[src/hdl/spims_pkg.sv]
/*
 * Package for the SPI master/slave block: mode encodings, the control
 * and status structs carried on the block's ports, and timing figures.
 * Assumes a single 40 MHz clock domain and a synchronous reset.
 */
package spims_pkg;

    // clock rate, bits per byte, bit counter width and the count that ends a byte
    localparam int unsigned SPIMS_CLK_HZ      = 40_000_000;
    localparam int unsigned SPIMS_BITS        = 8;
    localparam int unsigned SPIMS_CNT_W       = 4;
    localparam logic [3:0]  SPIMS_LAST_BIT    = 4'h8;

    // bit-order field position in the packed configuration word, and the reset value of the data registers
    localparam int unsigned SPIMS_LSB_FIRST_POS = 7;
    localparam logic [7:0]  SPIMS_DATA_RST      = 8'h00;

    typedef enum logic [1:0] {
        SPIMS_MODE0 = 2'h0,
        SPIMS_MODE1 = 2'h1,
        SPIMS_MODE2 = 2'h2,
        SPIMS_MODE3 = 2'h3
    } spims_mode_t;

    typedef struct packed {
        logic        lsb_first;      // bit-order control
        logic        enable;         // block enable
        logic        slave_mode;     // 1: serial_slave_mode, 0: serial_master_mode
        logic        cpol;           // clock polarity
        logic        cpha;           // clock phase
        logic        aux_en;         // firmware-driven slave select
        logic        aux_sel0;       // select value when aux_en is set
    } spims_cfg_t;

    typedef struct packed {
        logic        tx_empty;
        logic        rx_full;
        logic        complete;
        logic        overrun;
    } spims_status_t;

    // serial line group
    typedef struct packed {
        logic        sclk;
        logic        mosi;
        logic        ss_n;
    } spims_pins_in_t;

endpackage : spims_pkg

[src/hdl/spims_shifter.sv]
/*
 * Eight-bit shift register with parallel load, left or right shifting.
 * Assumes the caller gives at most one of load and shift per cycle.
 */
module spims_shifter
    import spims_pkg::*;
#(
    parameter int unsigned WIDTH = 8
) (
    // clock and reset
    input  wire logic             clk_i,
    input  wire logic             resetn_i,
    // control
    input  wire logic             load_i,
    input  wire logic [WIDTH-1:0] load_data_i,
    input  wire logic             shift_i,
    input  wire logic             lsb_first_i,
    input  wire logic             serial_i,
    // state
    output logic      [WIDTH-1:0] data_o
);

    logic [WIDTH-1:0] shift_register_reg;
    logic [WIDTH-1:0] shift_register_next;

    always_comb begin
        shift_register_next = shift_register_reg;
        if (load_i) begin
            shift_register_next = load_data_i;
        end else if (shift_i) begin
            if (lsb_first_i) begin
                shift_register_next = {serial_i, shift_register_reg[WIDTH-1:1]};
            end else begin
                shift_register_next = {shift_register_reg[WIDTH-2:0], serial_i};
            end
        end
    end

    // data registers are kept across a block disable, only the chip reset clears them
    always_ff @(posedge clk_i) begin
        if (!resetn_i) begin
            shift_register_reg <= '0;
        end else begin
            shift_register_reg <= shift_register_next;
        end
    end

    assign data_o = shift_register_reg;

endmodule // spims_shifter

[src/hdl/spims_core.sv]
/*
 * SPI block that runs as master (serial clock from clk_i divided by four)
 * or as slave (serial clock and select sampled from the pins on clk_i).
 * Assumes slave pin inputs are synchronous to clk_i and much slower.
 */
module spims_core
    import spims_pkg::*;
(
    // clock and reset
    input  wire logic          clk_i,
    input  wire logic          resetn_i,
    // configuration and firmware access
    input  wire spims_cfg_t    cfg_i,
    input  wire logic          tx_write_i,
    input  wire logic [7:0]    tx_data_i,
    input  wire logic          rx_read_i,
    input  wire logic          status_read_i,
    // serial pins
    input  wire spims_pins_in_t pins_i,
    output logic               data_out_o,
    output logic               aux_out_o,
    output logic               aux_oe_o,
    // firmware-visible state
    output logic [7:0]         rx_data_o,
    output spims_status_t      status_o,
    output logic               irq_tx_o,
    output logic               busy_o
);

    typedef enum logic [2:0] {
        SPIMS_IDLE  = 3'b001,
        SPIMS_LEAD  = 3'b010,
        SPIMS_TRAIL = 3'b100
    } spims_state_t;

    function automatic logic pick_bit(input logic [7:0] d, input logic lsb);
        return lsb ? d[0] : d[7];
    endfunction

    function automatic logic [7:0] shift_in(input logic [7:0] d, input logic lsb, input logic b);
        return lsb ? {b, d[7:1]} : {d[6:0], b};
    endfunction

    spims_state_t  state_reg, state_next;
    logic [3:0]    cnt_reg, cnt_next;
    logic          div_reg, div_next;
    logic          sclk_reg, sclk_next;
    logic          dout_reg, dout_next;
    logic          aux_oe_reg, aux_oe_next;
    logic [7:0]    transmit_buffer_reg, transmit_buffer_next;
    logic [7:0]    receive_buffer_reg, receive_buffer_next;
    logic          tx_empty_reg, tx_empty_next;
    logic          rx_full_reg, rx_full_next;
    logic          cmpl_reg, cmpl_next;
    logic          ovr_reg, ovr_next;
    logic          armed_reg, armed_next;
    logic          irq_reg, irq_next;
    logic          sample_reg, sample_next;
    logic          ss_d_reg, ss_d_next;
    logic          sck_d_reg, sck_d_next;
    logic          slv_inprog_reg, slv_inprog_next;
    logic          sh_full_reg, sh_full_next;
    logic          busy_reg, busy_next;
    logic          sh_load, sh_shift;
    logic [7:0]    sh_data;

    logic          master, slave, sel, lead_edge, trail_edge, sck_lvl;
    logic          rx_evt, done_evt, lead_act, trail_act;

    spims_shifter #(.WIDTH(SPIMS_BITS)) u_shift (
        .clk_i       (clk_i),
        .resetn_i    (resetn_i),
        .load_i      (sh_load),
        .load_data_i (transmit_buffer_reg),
        .shift_i     (sh_shift),
        .lsb_first_i (cfg_i.lsb_first),
        .serial_i    (sample_reg),
        .data_o      (sh_data)
    );

    always_comb begin
        master     = cfg_i.enable && !cfg_i.slave_mode;
        slave      = cfg_i.enable && cfg_i.slave_mode;
        sel        = cfg_i.aux_en ? !cfg_i.aux_sel0 : !pins_i.ss_n;
        // slave pin edges, normalised so that 1 is the active clock phase
        sck_lvl    = pins_i.sclk ^ cfg_i.cpol;
        lead_edge  = slave && sel && sck_lvl && !sck_d_reg;
        trail_edge = slave && sel && !sck_lvl && sck_d_reg;
        state_next = state_reg;
        cnt_next   = cnt_reg;
        div_next   = div_reg;
        sclk_next  = cfg_i.cpol;
        dout_next  = 1'b1;
        aux_oe_next = master;
        transmit_buffer_next = tx_write_i ? tx_data_i : transmit_buffer_reg;
        receive_buffer_next  = receive_buffer_reg;
        tx_empty_next = tx_empty_reg;
        rx_full_next  = rx_full_reg && !rx_read_i;
        cmpl_next     = cmpl_reg && !status_read_i;
        ovr_next      = ovr_reg && !status_read_i;
        armed_next    = armed_reg;
        sample_next   = sample_reg;
        ss_d_next     = sel;
        sck_d_next    = sck_lvl;
        slv_inprog_next = slv_inprog_reg;
        sh_full_next  = sh_full_reg;
        sh_load       = 1'b0;
        sh_shift      = 1'b0;
        rx_evt        = 1'b0;
        done_evt      = 1'b0;
        lead_act      = 1'b0;
        trail_act     = 1'b0;
        if (tx_write_i) begin
            tx_empty_next = 1'b0;
        end
        if (!cfg_i.enable) begin
            // block disable clears control and status, data registers stay
            state_next = SPIMS_IDLE;
            cnt_next   = '0;
            div_next   = 1'b0;
            tx_empty_next = 1'b1;
            rx_full_next = 1'b0;
            cmpl_next  = 1'b0;
            ovr_next   = 1'b0;
            armed_next = 1'b0;
            slv_inprog_next = 1'b0;
            sh_full_next = 1'b0;
            sck_d_next = 1'b0;
            if (!cfg_i.slave_mode) begin
                dout_next = pick_bit(sh_data, cfg_i.lsb_first);
            end
        end else if (master) begin
            div_next = !div_reg;
            dout_next = dout_reg;
            sclk_next = sclk_reg;
            if (state_reg == SPIMS_IDLE) begin
                dout_next = pick_bit(sh_data, cfg_i.lsb_first);
                sclk_next = cfg_i.cpol;
            end
            if (div_reg) begin
                unique case (state_reg)
                    SPIMS_IDLE: begin
                        if (!tx_empty_reg) begin
                            sh_load = 1'b1;
                            tx_empty_next = !tx_write_i;
                            armed_next = 1'b1;
                            cnt_next = '0;
                            state_next = SPIMS_LEAD;
                            dout_next = pick_bit(transmit_buffer_reg, cfg_i.lsb_first);
                        end
                    end
                    SPIMS_LEAD: begin
                        sclk_next = !cfg_i.cpol;
                        lead_act = 1'b1;
                        state_next = SPIMS_TRAIL;
                    end
                    SPIMS_TRAIL: begin
                        sclk_next = cfg_i.cpol;
                        trail_act = 1'b1;
                        state_next = SPIMS_LEAD;
                        // phase 1 takes its eighth sample on this trailing edge
                        if (cnt_reg == SPIMS_LAST_BIT - 4'(cfg_i.cpha)) begin
                            state_next = SPIMS_IDLE;
                            done_evt = !cfg_i.cpha;
                            if (!tx_empty_reg) begin
                                // back-to-back byte, loaded on the closing edge
                                sh_load = 1'b1;
                                tx_empty_next = !tx_write_i;
                                cnt_next = '0;
                                state_next = SPIMS_LEAD;
                                dout_next = pick_bit(transmit_buffer_reg, cfg_i.lsb_first);
                            end
                        end
                    end
                endcase
            end
        end else begin
            // slave: a negated select resets the bit count and in-progress flag; loaded data and status stay
            if (!sel) begin
                state_next = SPIMS_IDLE;
                cnt_next = '0;
                slv_inprog_next = 1'b0;
                sck_d_next = 1'b0;
            end else begin
                if (!slv_inprog_reg && !sh_full_reg && !tx_empty_reg) begin
                    sh_load = 1'b1;
                    sh_full_next = 1'b1;
                    tx_empty_next = !tx_write_i;
                    armed_next = 1'b1;
                end
                if (!cfg_i.cpha && sel && !ss_d_reg) begin
                    slv_inprog_next = 1'b1;
                end
                if (lead_edge) begin
                    slv_inprog_next = 1'b1;
                    lead_act = 1'b1;
                end
                trail_act = trail_edge;
                dout_next = pick_bit(sh_data, cfg_i.lsb_first);
            end
        end
        // phase selects which edge samples and which shifts
        if ((lead_act && !cfg_i.cpha) || (trail_act && cfg_i.cpha)) begin
            sample_next = pins_i.mosi;
            cnt_next = cnt_reg + 4'h1;
            if (cnt_reg == SPIMS_LAST_BIT - 4'h1) begin
                rx_evt = 1'b1;
            end
        end
        if (((trail_act && !cfg_i.cpha) || (lead_act && cfg_i.cpha && cnt_reg != '0)) && !sh_load) begin
            // the pin shows the next bit on the same edge as the shift
            sh_shift  = 1'b1;
            dout_next = pick_bit(shift_in(sh_data, cfg_i.lsb_first, sample_reg), cfg_i.lsb_first);
        end
        if (rx_evt) begin
            ovr_next = ovr_next || rx_full_reg || (rx_full_reg && rx_read_i);
            rx_full_next = 1'b1;
            // the eighth bit joins the seven already shifted in
            receive_buffer_next = shift_in(sh_data, cfg_i.lsb_first, pins_i.mosi);
            if (cfg_i.cpha) begin
                done_evt = 1'b1;
            end
            if (slave) begin
                slv_inprog_next = 1'b0;
                sh_full_next = 1'b0;
                cnt_next = '0;
            end
        end
        if (slave && !cfg_i.cpha && trail_act && cnt_reg == '0 && sck_d_reg) begin
            done_evt = 1'b1;
        end
        // a back-to-back load restarts the bit count
        if (master && sh_load) begin
            cnt_next = '0;
        end
        busy_next = (state_next != SPIMS_IDLE) || slv_inprog_next;
        if (done_evt) begin
            cmpl_next = 1'b1;
        end
        irq_next = armed_next && tx_empty_next;
    end

    always_ff @(posedge clk_i) begin
        if (!resetn_i) begin
            state_reg  <= SPIMS_IDLE;
            cnt_reg    <= '0;
            div_reg    <= 1'b0;
            sclk_reg   <= 1'b0;
            dout_reg   <= 1'b1;
            aux_oe_reg <= 1'b0;
            transmit_buffer_reg <= SPIMS_DATA_RST;
            receive_buffer_reg  <= SPIMS_DATA_RST;
            tx_empty_reg <= 1'b1;
            rx_full_reg  <= 1'b0;
            cmpl_reg   <= 1'b0;
            ovr_reg    <= 1'b0;
            armed_reg  <= 1'b0;
            irq_reg    <= 1'b0;
            sample_reg <= 1'b0;
            ss_d_reg   <= 1'b0;
            sck_d_reg  <= 1'b0;
            slv_inprog_reg <= 1'b0;
            sh_full_reg <= 1'b0;
            busy_reg   <= 1'b0;
        end else begin
            state_reg  <= state_next;
            cnt_reg    <= cnt_next;
            div_reg    <= div_next;
            sclk_reg   <= sclk_next;
            dout_reg   <= dout_next;
            aux_oe_reg <= aux_oe_next;
            transmit_buffer_reg <= transmit_buffer_next;
            receive_buffer_reg  <= receive_buffer_next;
            tx_empty_reg <= tx_empty_next;
            rx_full_reg  <= rx_full_next;
            cmpl_reg   <= cmpl_next;
            ovr_reg    <= ovr_next;
            armed_reg  <= armed_next;
            irq_reg    <= irq_next;
            sample_reg <= sample_next;
            ss_d_reg   <= ss_d_next;
            sck_d_reg  <= sck_d_next;
            slv_inprog_reg <= slv_inprog_next;
            sh_full_reg <= sh_full_next;
            busy_reg   <= busy_next;
        end
    end

    assign data_out_o = dout_reg;
    assign aux_out_o  = sclk_reg;
    assign aux_oe_o   = aux_oe_reg;
    assign rx_data_o  = receive_buffer_reg;
    assign status_o   = '{tx_empty: tx_empty_reg, rx_full: rx_full_reg, complete: cmpl_reg, overrun: ovr_reg};
    assign irq_tx_o   = irq_reg;
    assign busy_o     = busy_reg;

endmodule // spims_core

[config.mk]
export PLATFORM = sky130hd
export DESIGN_NAME = spims_core
export DESIGN_NICKNAME = d
export VERILOG_FILES = /design/src/hdl/spims_pkg.sv /design/src/hdl/spims_shifter.sv /design/src/hdl/spims_core.sv
export SDC_FILE = /design/constraint.sdc
export NUM_CORES = 1
export LEC_CHECK = 0
export BUFFER_PORTS_ARGS = -buffer_cell sky130_fd_sc_hd__buf_4
export CAP_MARGIN = 25
export CORE_MARGIN = 1
export CORE_UTILIZATION = 30
export CTS_BUF_LIST = sky130_fd_sc_hd__clkbuf_2
export DETAILED_ROUTE_END_ITERATION = 10
export GPL_ROUTABILITY_DRIVEN = 0
export PLACE_DENSITY = 0.61
export SYNTH_ARGS = -nofsm -noshare
export SYNTH_HDL_FRONTEND = slang
export SYNTH_SLANG_ARGS = --single-unit
export TNS_END_PERCENT = 1
[constraint.sdc]
create_clock -name clk_i -period 1.9 [get_ports clk_i]
set_input_delay 0.095 -clock clk_i [delete_from_list [all_inputs] [get_ports clk_i]]
set_output_delay 0.095 -clock clk_i [all_outputs]
set_load 0.05 [all_outputs]
# After elaboration in Yosys (flattened, before gate mapping)
# Cells that the tools add are included.
# totals
romBits	0
latch_bits	0
out_inout_bits	17
memories	0
ram_bits	0
regBits	47
input_bits	23
# op_classes
n_reduce_logical	53
eq_ne	6
n_bitwise	2
magnitude_cmp	0
div	0
shifts	0
multipliers	0
add_sub_neg	2
mux	108
# op_table
operator	n
two-way mux 1 bit	82
two-way mux 4 bit	9
two-way mux 8 bit	4
logical AND 1 bit	27
zero test 1 bit	16
two-way mux 3 bit	5
one-hot mux 3 bit (3 select lines)	1
one-hot mux 1 bit (2 select lines)	4
one-hot mux 4 bit (2 select lines)	1
logical OR 1 bit	5
adder 4 x 1 -> 4 bit (second input constant)	1
== test 4 x 3 -> 1 bit (second input constant)	1
== test 4 bit	1
zero test 4 bit	1
two-way mux 2 bit	2
nonzero test 4 bit	1
subtractor 4 x 1 -> 4 bit (first input constant)	1
== test 3 x 1 -> 1 bit (second input constant)	1
== test 3 x 2 -> 1 bit (second input constant)	1
== test 3 bit (second input constant)	1
!= test 3 x 1 -> 1 bit (second input constant)	1
AND reduction 2 bit	1
nonzero test 2 bit	1
OR reduction 2 bit	1
other kinds (2)	2

# Logic depth before layout (Yosys ltp)
# depth
word_depth	16
ltp_mapped	9

# Modules after synthesis
# From an unflattened synthesis, not the netlist that was laid out.
# hier_totals
hier_cells	284
hier_area_um2	2521.2
# by_module_without_submodules
mod	seq_area_each_um2	cells_per_inst	area_each_um2	instances
spims_core	780.7	238	2013.2	1
spims_shifter	160.2	46	508.0	1

# Least setup slack after synthesis
# Ideal clock, no wire load.
# synth_path
path_kind	register to register
startpoint	register state_reg[2]
endpoint	register u_shift.shift_register_reg[1] (netlist: u_shift.data_o[1])
stages_incl_launch_ff	8
path_buffers	1
synth_period_minus_slack_ps	1797
required_ps	1828
slack_ps	103
arrival_time_ps	1726
cell_sequence	dfxtp_1 > buf_2 > nor3b_2 > nor2b_4 > a31oi_1 > o22ai_4 > mux2_2 > o2bb2ai_1
# synth_between
elab_chain_cells	11
word_cells_on_any_way	24
classes_between	3 x eq/ne; 14 x mux; 7 x reduce/logical
# synth_rtl
item	line	rtl
start, declared	spims_core.sv:44	spims_state_t state_reg, state_next;
start signal, assigned	spims_core.sv:266	state_reg <= state_next;
== test 3 x 2 -> 1 bit	spims_core.sv:141	unique case (state_reg)
two-way mux 1 bit	spims_core.sv:141	
two-way mux 1 bit	spims_core.sv:140	if (div_reg) begin
two-way mux 1 bit	spims_core.sv:132	end else if (master) begin
two-way mux 1 bit	spims_core.sv:116	if (!cfg_i.enable) begin
logical AND 1 bit (2 in series)	spims_core.sv:210	if (((trail_act && !cfg_i.cpha) || (lead_act && cfg_i.cpha && cnt_reg != '0)) && !sh_load) begin
logical OR 1 bit	spims_core.sv:210	
logical AND 1 bit	spims_core.sv:210	
two-way mux 1 bit	spims_core.sv:210	
nonzero test 2 bit (no source line)	-	
end signal, assigned	spims_shifter.sv:44	shift_register_reg <= shift_register_next;
end, declared	spims_shifter.sv:23	logic [WIDTH-1:0] shift_register_reg;
# Parallel ways exist; a longest one is shown, timed or not.
# A chain may end at the register's enable or synchronous reset.

# Worst setup path after layout
# layout_path
startpoint	input port cfg_i[5] (netlist bit)
endpoint	register u_shift.shift_register_reg[6] (netlist: u_shift.data_o[6])
# layout_between
elab_chain_cells	14
word_cells_on_any_way	25
classes_between	11 x mux; 14 x reduce/logical
# layout_rtl
item	line	rtl
start, declared	spims_core.sv:13	input wire spims_cfg_t cfg_i,
logical AND 1 bit	spims_core.sv:83	slave = cfg_i.enable && cfg_i.slave_mode;
logical AND 1 bit	spims_core.sv:87, spims_core.sv:88	
logical AND 1 bit (2 in series)	spims_core.sv:87	lead_edge = slave && sel && sck_lvl && !sck_d_reg;
two-way mux 1 bit	spims_core.sv:194	if (lead_edge) begin
two-way mux 1 bit	spims_core.sv:179	if (!sel) begin
two-way mux 1 bit	spims_core.sv:132	
two-way mux 1 bit	spims_core.sv:116	
logical AND 1 bit (2 in series)	spims_core.sv:210	
logical OR 1 bit	spims_core.sv:210	
logical AND 1 bit	spims_core.sv:210	
two-way mux 1 bit	spims_core.sv:210	
nonzero test 2 bit (no source line)	-	
# Parallel ways exist; a longest one is shown, timed or not.

==> summary.txt <==
Route
  – Total via count after detailed routing: 2347
  – Count of unresolved DRC violations after routing: 0
  – First drt pass iteration count: 4
  – First DRT Iteration DRCs: about 140
  – Routed WL per cell: 14.3 um
  – Vias per std cell: approximately 5
  – DRT Wirelength: around 6700 um
  – Post-route antenna net violation count: 0

Synthesis
  – Top FF cell, synth: sky130_fd_sc_hd__dfxtp_1
  – Synthesized area per cell: between 9 and 10 um^2
  – Share of the yosys chip area belonging to registers: 0.374
  – Count of synthesis-stage warnings from yosys: 0
  – Net Count, Synth: around 300
  – Number of synthesized flops with an enable pin: 0
  – Fraction of synthesis flops using an asynchronous set or reset pin: 0
  – Yosys cell types: between 50 and 60
  – Post-synthesis instance area: roughly 2500 um^2
  – Largest cells by area after synthesis: sky130_fd_sc_hd__dfxtp_1 37%, sky130_fd_sc_hd__mux2i_1 7.6%, sky130_fd_sc_hd__nor2_1 5.2%, sky130_fd_sc_hd__mux2_2 4.0%, sky130_fd_sc_hd__a211oi_1 3.6%
  – Flip-flop and latch count after synthesis: 47
  – Area share of the leading cell type in the synthesized netlist: 0.374
  – Leading area contributor after synthesis: sky130_fd_sc_hd__dfxtp_1
  – Cell count after synthesis: 277

Hold path
  – Worst hold path type: primary input to register
  – Startpoint of the most critical hold path: cfg_i[3]
  – Hold depth: 4
  – Endpoint with the worst hold slack: sck_d_reg$_SDFF_PN0_

Timing
  – Finish-stage setup viols: 0
  – Highest clock frequency the design can meet: 0.536 GHz
  – Skew final: between 0.01 and 0.015 ns
  – Worst relative slew slack: 0.715
  – RSZ-0062 raised after global routing: true
  – Final worst path period share: 0.981
  – Slew of the pin with the lowest slew margin: ~0.43 ns
  – Number of slew-limit violations in the final report: 0
  – Minimum clock period: around 1.9 ns
  – Endpoints failing hold: 0

Layout
  – Fraction of layout instances using a drive strength above 1: 0.337
  – Antenna diodes: 0
  – Filler cell count: 800
  – Final Net Count: between 300 and 400
  – Area growth from synthesis to final layout: 41.2%
  – Seq. cell area: 948 um^2
  – Leading cell types in the layout, fill and taps excluded: 71 x sky130_fd_sc_hd__buf_4, 43 x sky130_fd_sc_hd__dfxtp_1, 34 x sky130_fd_sc_hd__nor2_1, 24 x sky130_fd_sc_hd__dlygate4sd3_1
  – Count of non-filler cells in the finished layout: between 400 and 500
  – Leading cell type in the layout, fill and taps excluded: sky130_fd_sc_hd__buf_4
  – Area used by multi-input combinational logic: ~1500 um^2

Clocking
  – CTS Sinks: between 40 and 50
  – CTS root buf: sky130_fd_sc_hd__clkbuf_2
  – Buffer levels on the longest clock path: 2
  – Clock transition at the registers of the reported paths: between 0.2 and 0.3 ns
  – Number of buffers added by the clock tree synthesis step: 5
  – TritonCTS clock tree: yes
  – CTS H-tree depth: 2
  – Clock latency at the later pin of the worst-skew pair: between 0.4 and 0.5 ns

Critical path
  – Worst-case reg-to-reg path depth: 8
  – FF-to-FF setup slack: approximately 0.050 ns
  – Highest fanout seen on the critical path: 10
  – Category of the worst setup path launch point: primary input
  – Kind of capture point of the worst setup path: register
  – Launch instance of the worst register-to-register path: cnt_reg[0]$_SDFF_PP0_
  – Reg-to-reg critical path endpoint: data_out_o$_SDFF_PN1_
  – Critical Path AT: around 2.3 ns
  – Worst Path Required: 2.29 ns
  – Worst setup path category: primary input to register

GRT
  – GRT overflow: 0
  – Number of antenna violations at the first check in global routing: 0
  – Wire length of the first global-routing pass: roughly 11000 um
  – Via count of the first global-routing pass: approximately 2200
  – Total global-route track usage: 0.159
  – Pin count of the biggest net entering global routing: 19

Die
  – Die width: 93.6 um
  – Standard-cell row count: 33
  – Die H: ~94 um
  – Core Footprint: approximately 8000 um^2
  – Ports placed on the boundary: 40
  – Starting utilization of the core area: 0.308
  – Overall die area: around 8800 um^2

Power and ir drop
  – P_leak: around 1.4 nW
  – Pwr Density: between 500 and 600 nW/um^2
  – Maximum VDD drop: about 0.27 mV
  – Total power after layout: between 0.0015 and 0.002 W

Run
  – Max-capacitance violation count: 0

Place
  – HPWL after DPL: between 4000 and 5000 um
  – Buffers on Ports: 39
  – DP Cell Count: 434

Status
  – Result of the run: finished, final reports clean
synthesized netlist by cell type (3+ instances only):
master / n
sky130_fd_sc_hd__nor3_1: 6
sky130_fd_sc_hd__and2_1: 3
sky130_fd_sc_hd__o21ai_0: 8
sky130_fd_sc_hd__dfxtp_1: 47
sky130_fd_sc_hd__nor2_1: 35
sky130_fd_sc_hd__or3_1: 3
sky130_fd_sc_hd__buf_4: 5
sky130_fd_sc_hd__buf_2: 4
sky130_fd_sc_hd__a21oi_1: 13
sky130_fd_sc_hd__a31oi_1: 4
sky130_fd_sc_hd__o2bb2ai_1: 8
sky130_fd_sc_hd__o22ai_1: 3
sky130_fd_sc_hd__mux2i_1: 19
sky130_fd_sc_hd__a22oi_1: 4
sky130_fd_sc_hd__a211oi_1: 12
sky130_fd_sc_hd__mux2_2: 9
sky130_fd_sc_hd__inv_1: 15
sky130_fd_sc_hd__nand2_1: 20
sky130_fd_sc_hd__nor4_1: 3
sky130_fd_sc_hd__nor2b_1: 7
sky130_fd_sc_hd__clkbuf_1: 7
worst max-delay path by stage:
stage | from | end | cells past startpoint | slack, ns
global placement | cnt_reg[0]$_SDFF_PP0_ | busy_o$_SDFF_PN0_ | 8 | -0.11
detailed placement | cnt_reg[0]$_SDFF_PP0_ | busy_o$_SDFF_PN0_ | 8 | -0.11
global route | cnt_reg[0]$_SDFF_PP0_ | busy_o$_SDFF_PN0_ | 8 | -0.06
CTS | state_reg[1]$_SDFF_PN0_ | u_shift.data_o[6]$_SDFFE_PN0P_ | 6 | -0.003
finish | cfg_i[5] | u_shift.data_o[6]$_SDFFE_PN0P_ | 9 | 0.04
floorplan | state_reg[2]$_SDFF_PN0_ | u_shift.data_o[1]$_SDFFE_PN0P_ | 7 | 0.10
stage by stage:
stage / setup WS [ns] / setup TNS (ns) / util / hold WS, ns / area [um^2]
2_1_floorplan: 0.103 / 0 / - / 0.204 / 2510
3_3_place_gp: -0.113 / -0.113 / 0.377 / 0.328 / 3090
3_5_place_dp: -0.113 / -0.132 / 0.377 / 0.334 / 3090
4_1_cts: -0.00330 / -0.00330 / 0.416 / 0.0120 / 3400
5_1_grt: -0.0572 / -0.167 / 0.434 / 0.0736 / 3550
6_report: 0.0359 / 0 / 0.434 / 0.0941 / 3550
layer usage:
layer,GRT usage,share of wire
met2,0.240,0.44
met3,0.0317,0.055
met1,0.223,0.49
met4,0.0538,0.016
met5,0,0
cells by family after synthesis:
| family | after synthesis | synth area share |
|---|---|---|
| and+or+nand+nor | 90 | 0.186 |
| AOI/OAI and AO/OA | 73 | 0.230 |
| DFF | 47 | 0.374 |
| buffers and inverters | 34 | 0.0632 |
| muxes | 29 | 0.122 |
| xor gates and xnor gates | 2 | 0.0144 |
| adders and majority gates | 2 | 0.00995 |
cell type report:
| type | instances | area share |
|---|---|---|
| clock buffer | 5 | 0.00705 |
| multi-input combinational | 196 | 0.426 |
| timing repair buffer | 98 | 0.232 |
| tap | 105 | 0.0370 |
| inverter | 16 | 0.0169 |
| clock inverter | 3 | 0.0134 |
| sequential | 47 | 0.267 |
power by group:
part	internal (W)	switching, W	total (W)
registers	0.00101	0.0000217	0.00103
logic	0.000162	0.000169	0.000332
clock network	0.000230	0.000358	0.000589
total	0.00141	0.000549	0.00196
critical path: stages:
cell,delay (ns)
sky130_fd_sc_hd__dlygate4sd3_1,0.53
sky130_fd_sc_hd__buf_4,0.18
sky130_fd_sc_hd__nand2_1,0.13
sky130_fd_sc_hd__nor2_4,0.31
sky130_fd_sc_hd__a31oi_2,0.18
sky130_fd_sc_hd__o22ai_4,0.22
sky130_fd_sc_hd__buf_12,0.15
sky130_fd_sc_hd__mux2_4,0.29
sky130_fd_sc_hd__o2bb2ai_1,0.15
repair_timing:
action	4_1_cts	5_1_grt
gates resized for setup	5	23
endpoints found under the hold margin	20	1
cloned	0	0
hold buffers	23	1
pin swaps	1	8
buffers inserted	0	4
endpoints found under the setup margin	2	25
(Power assumes the default switching activity.)
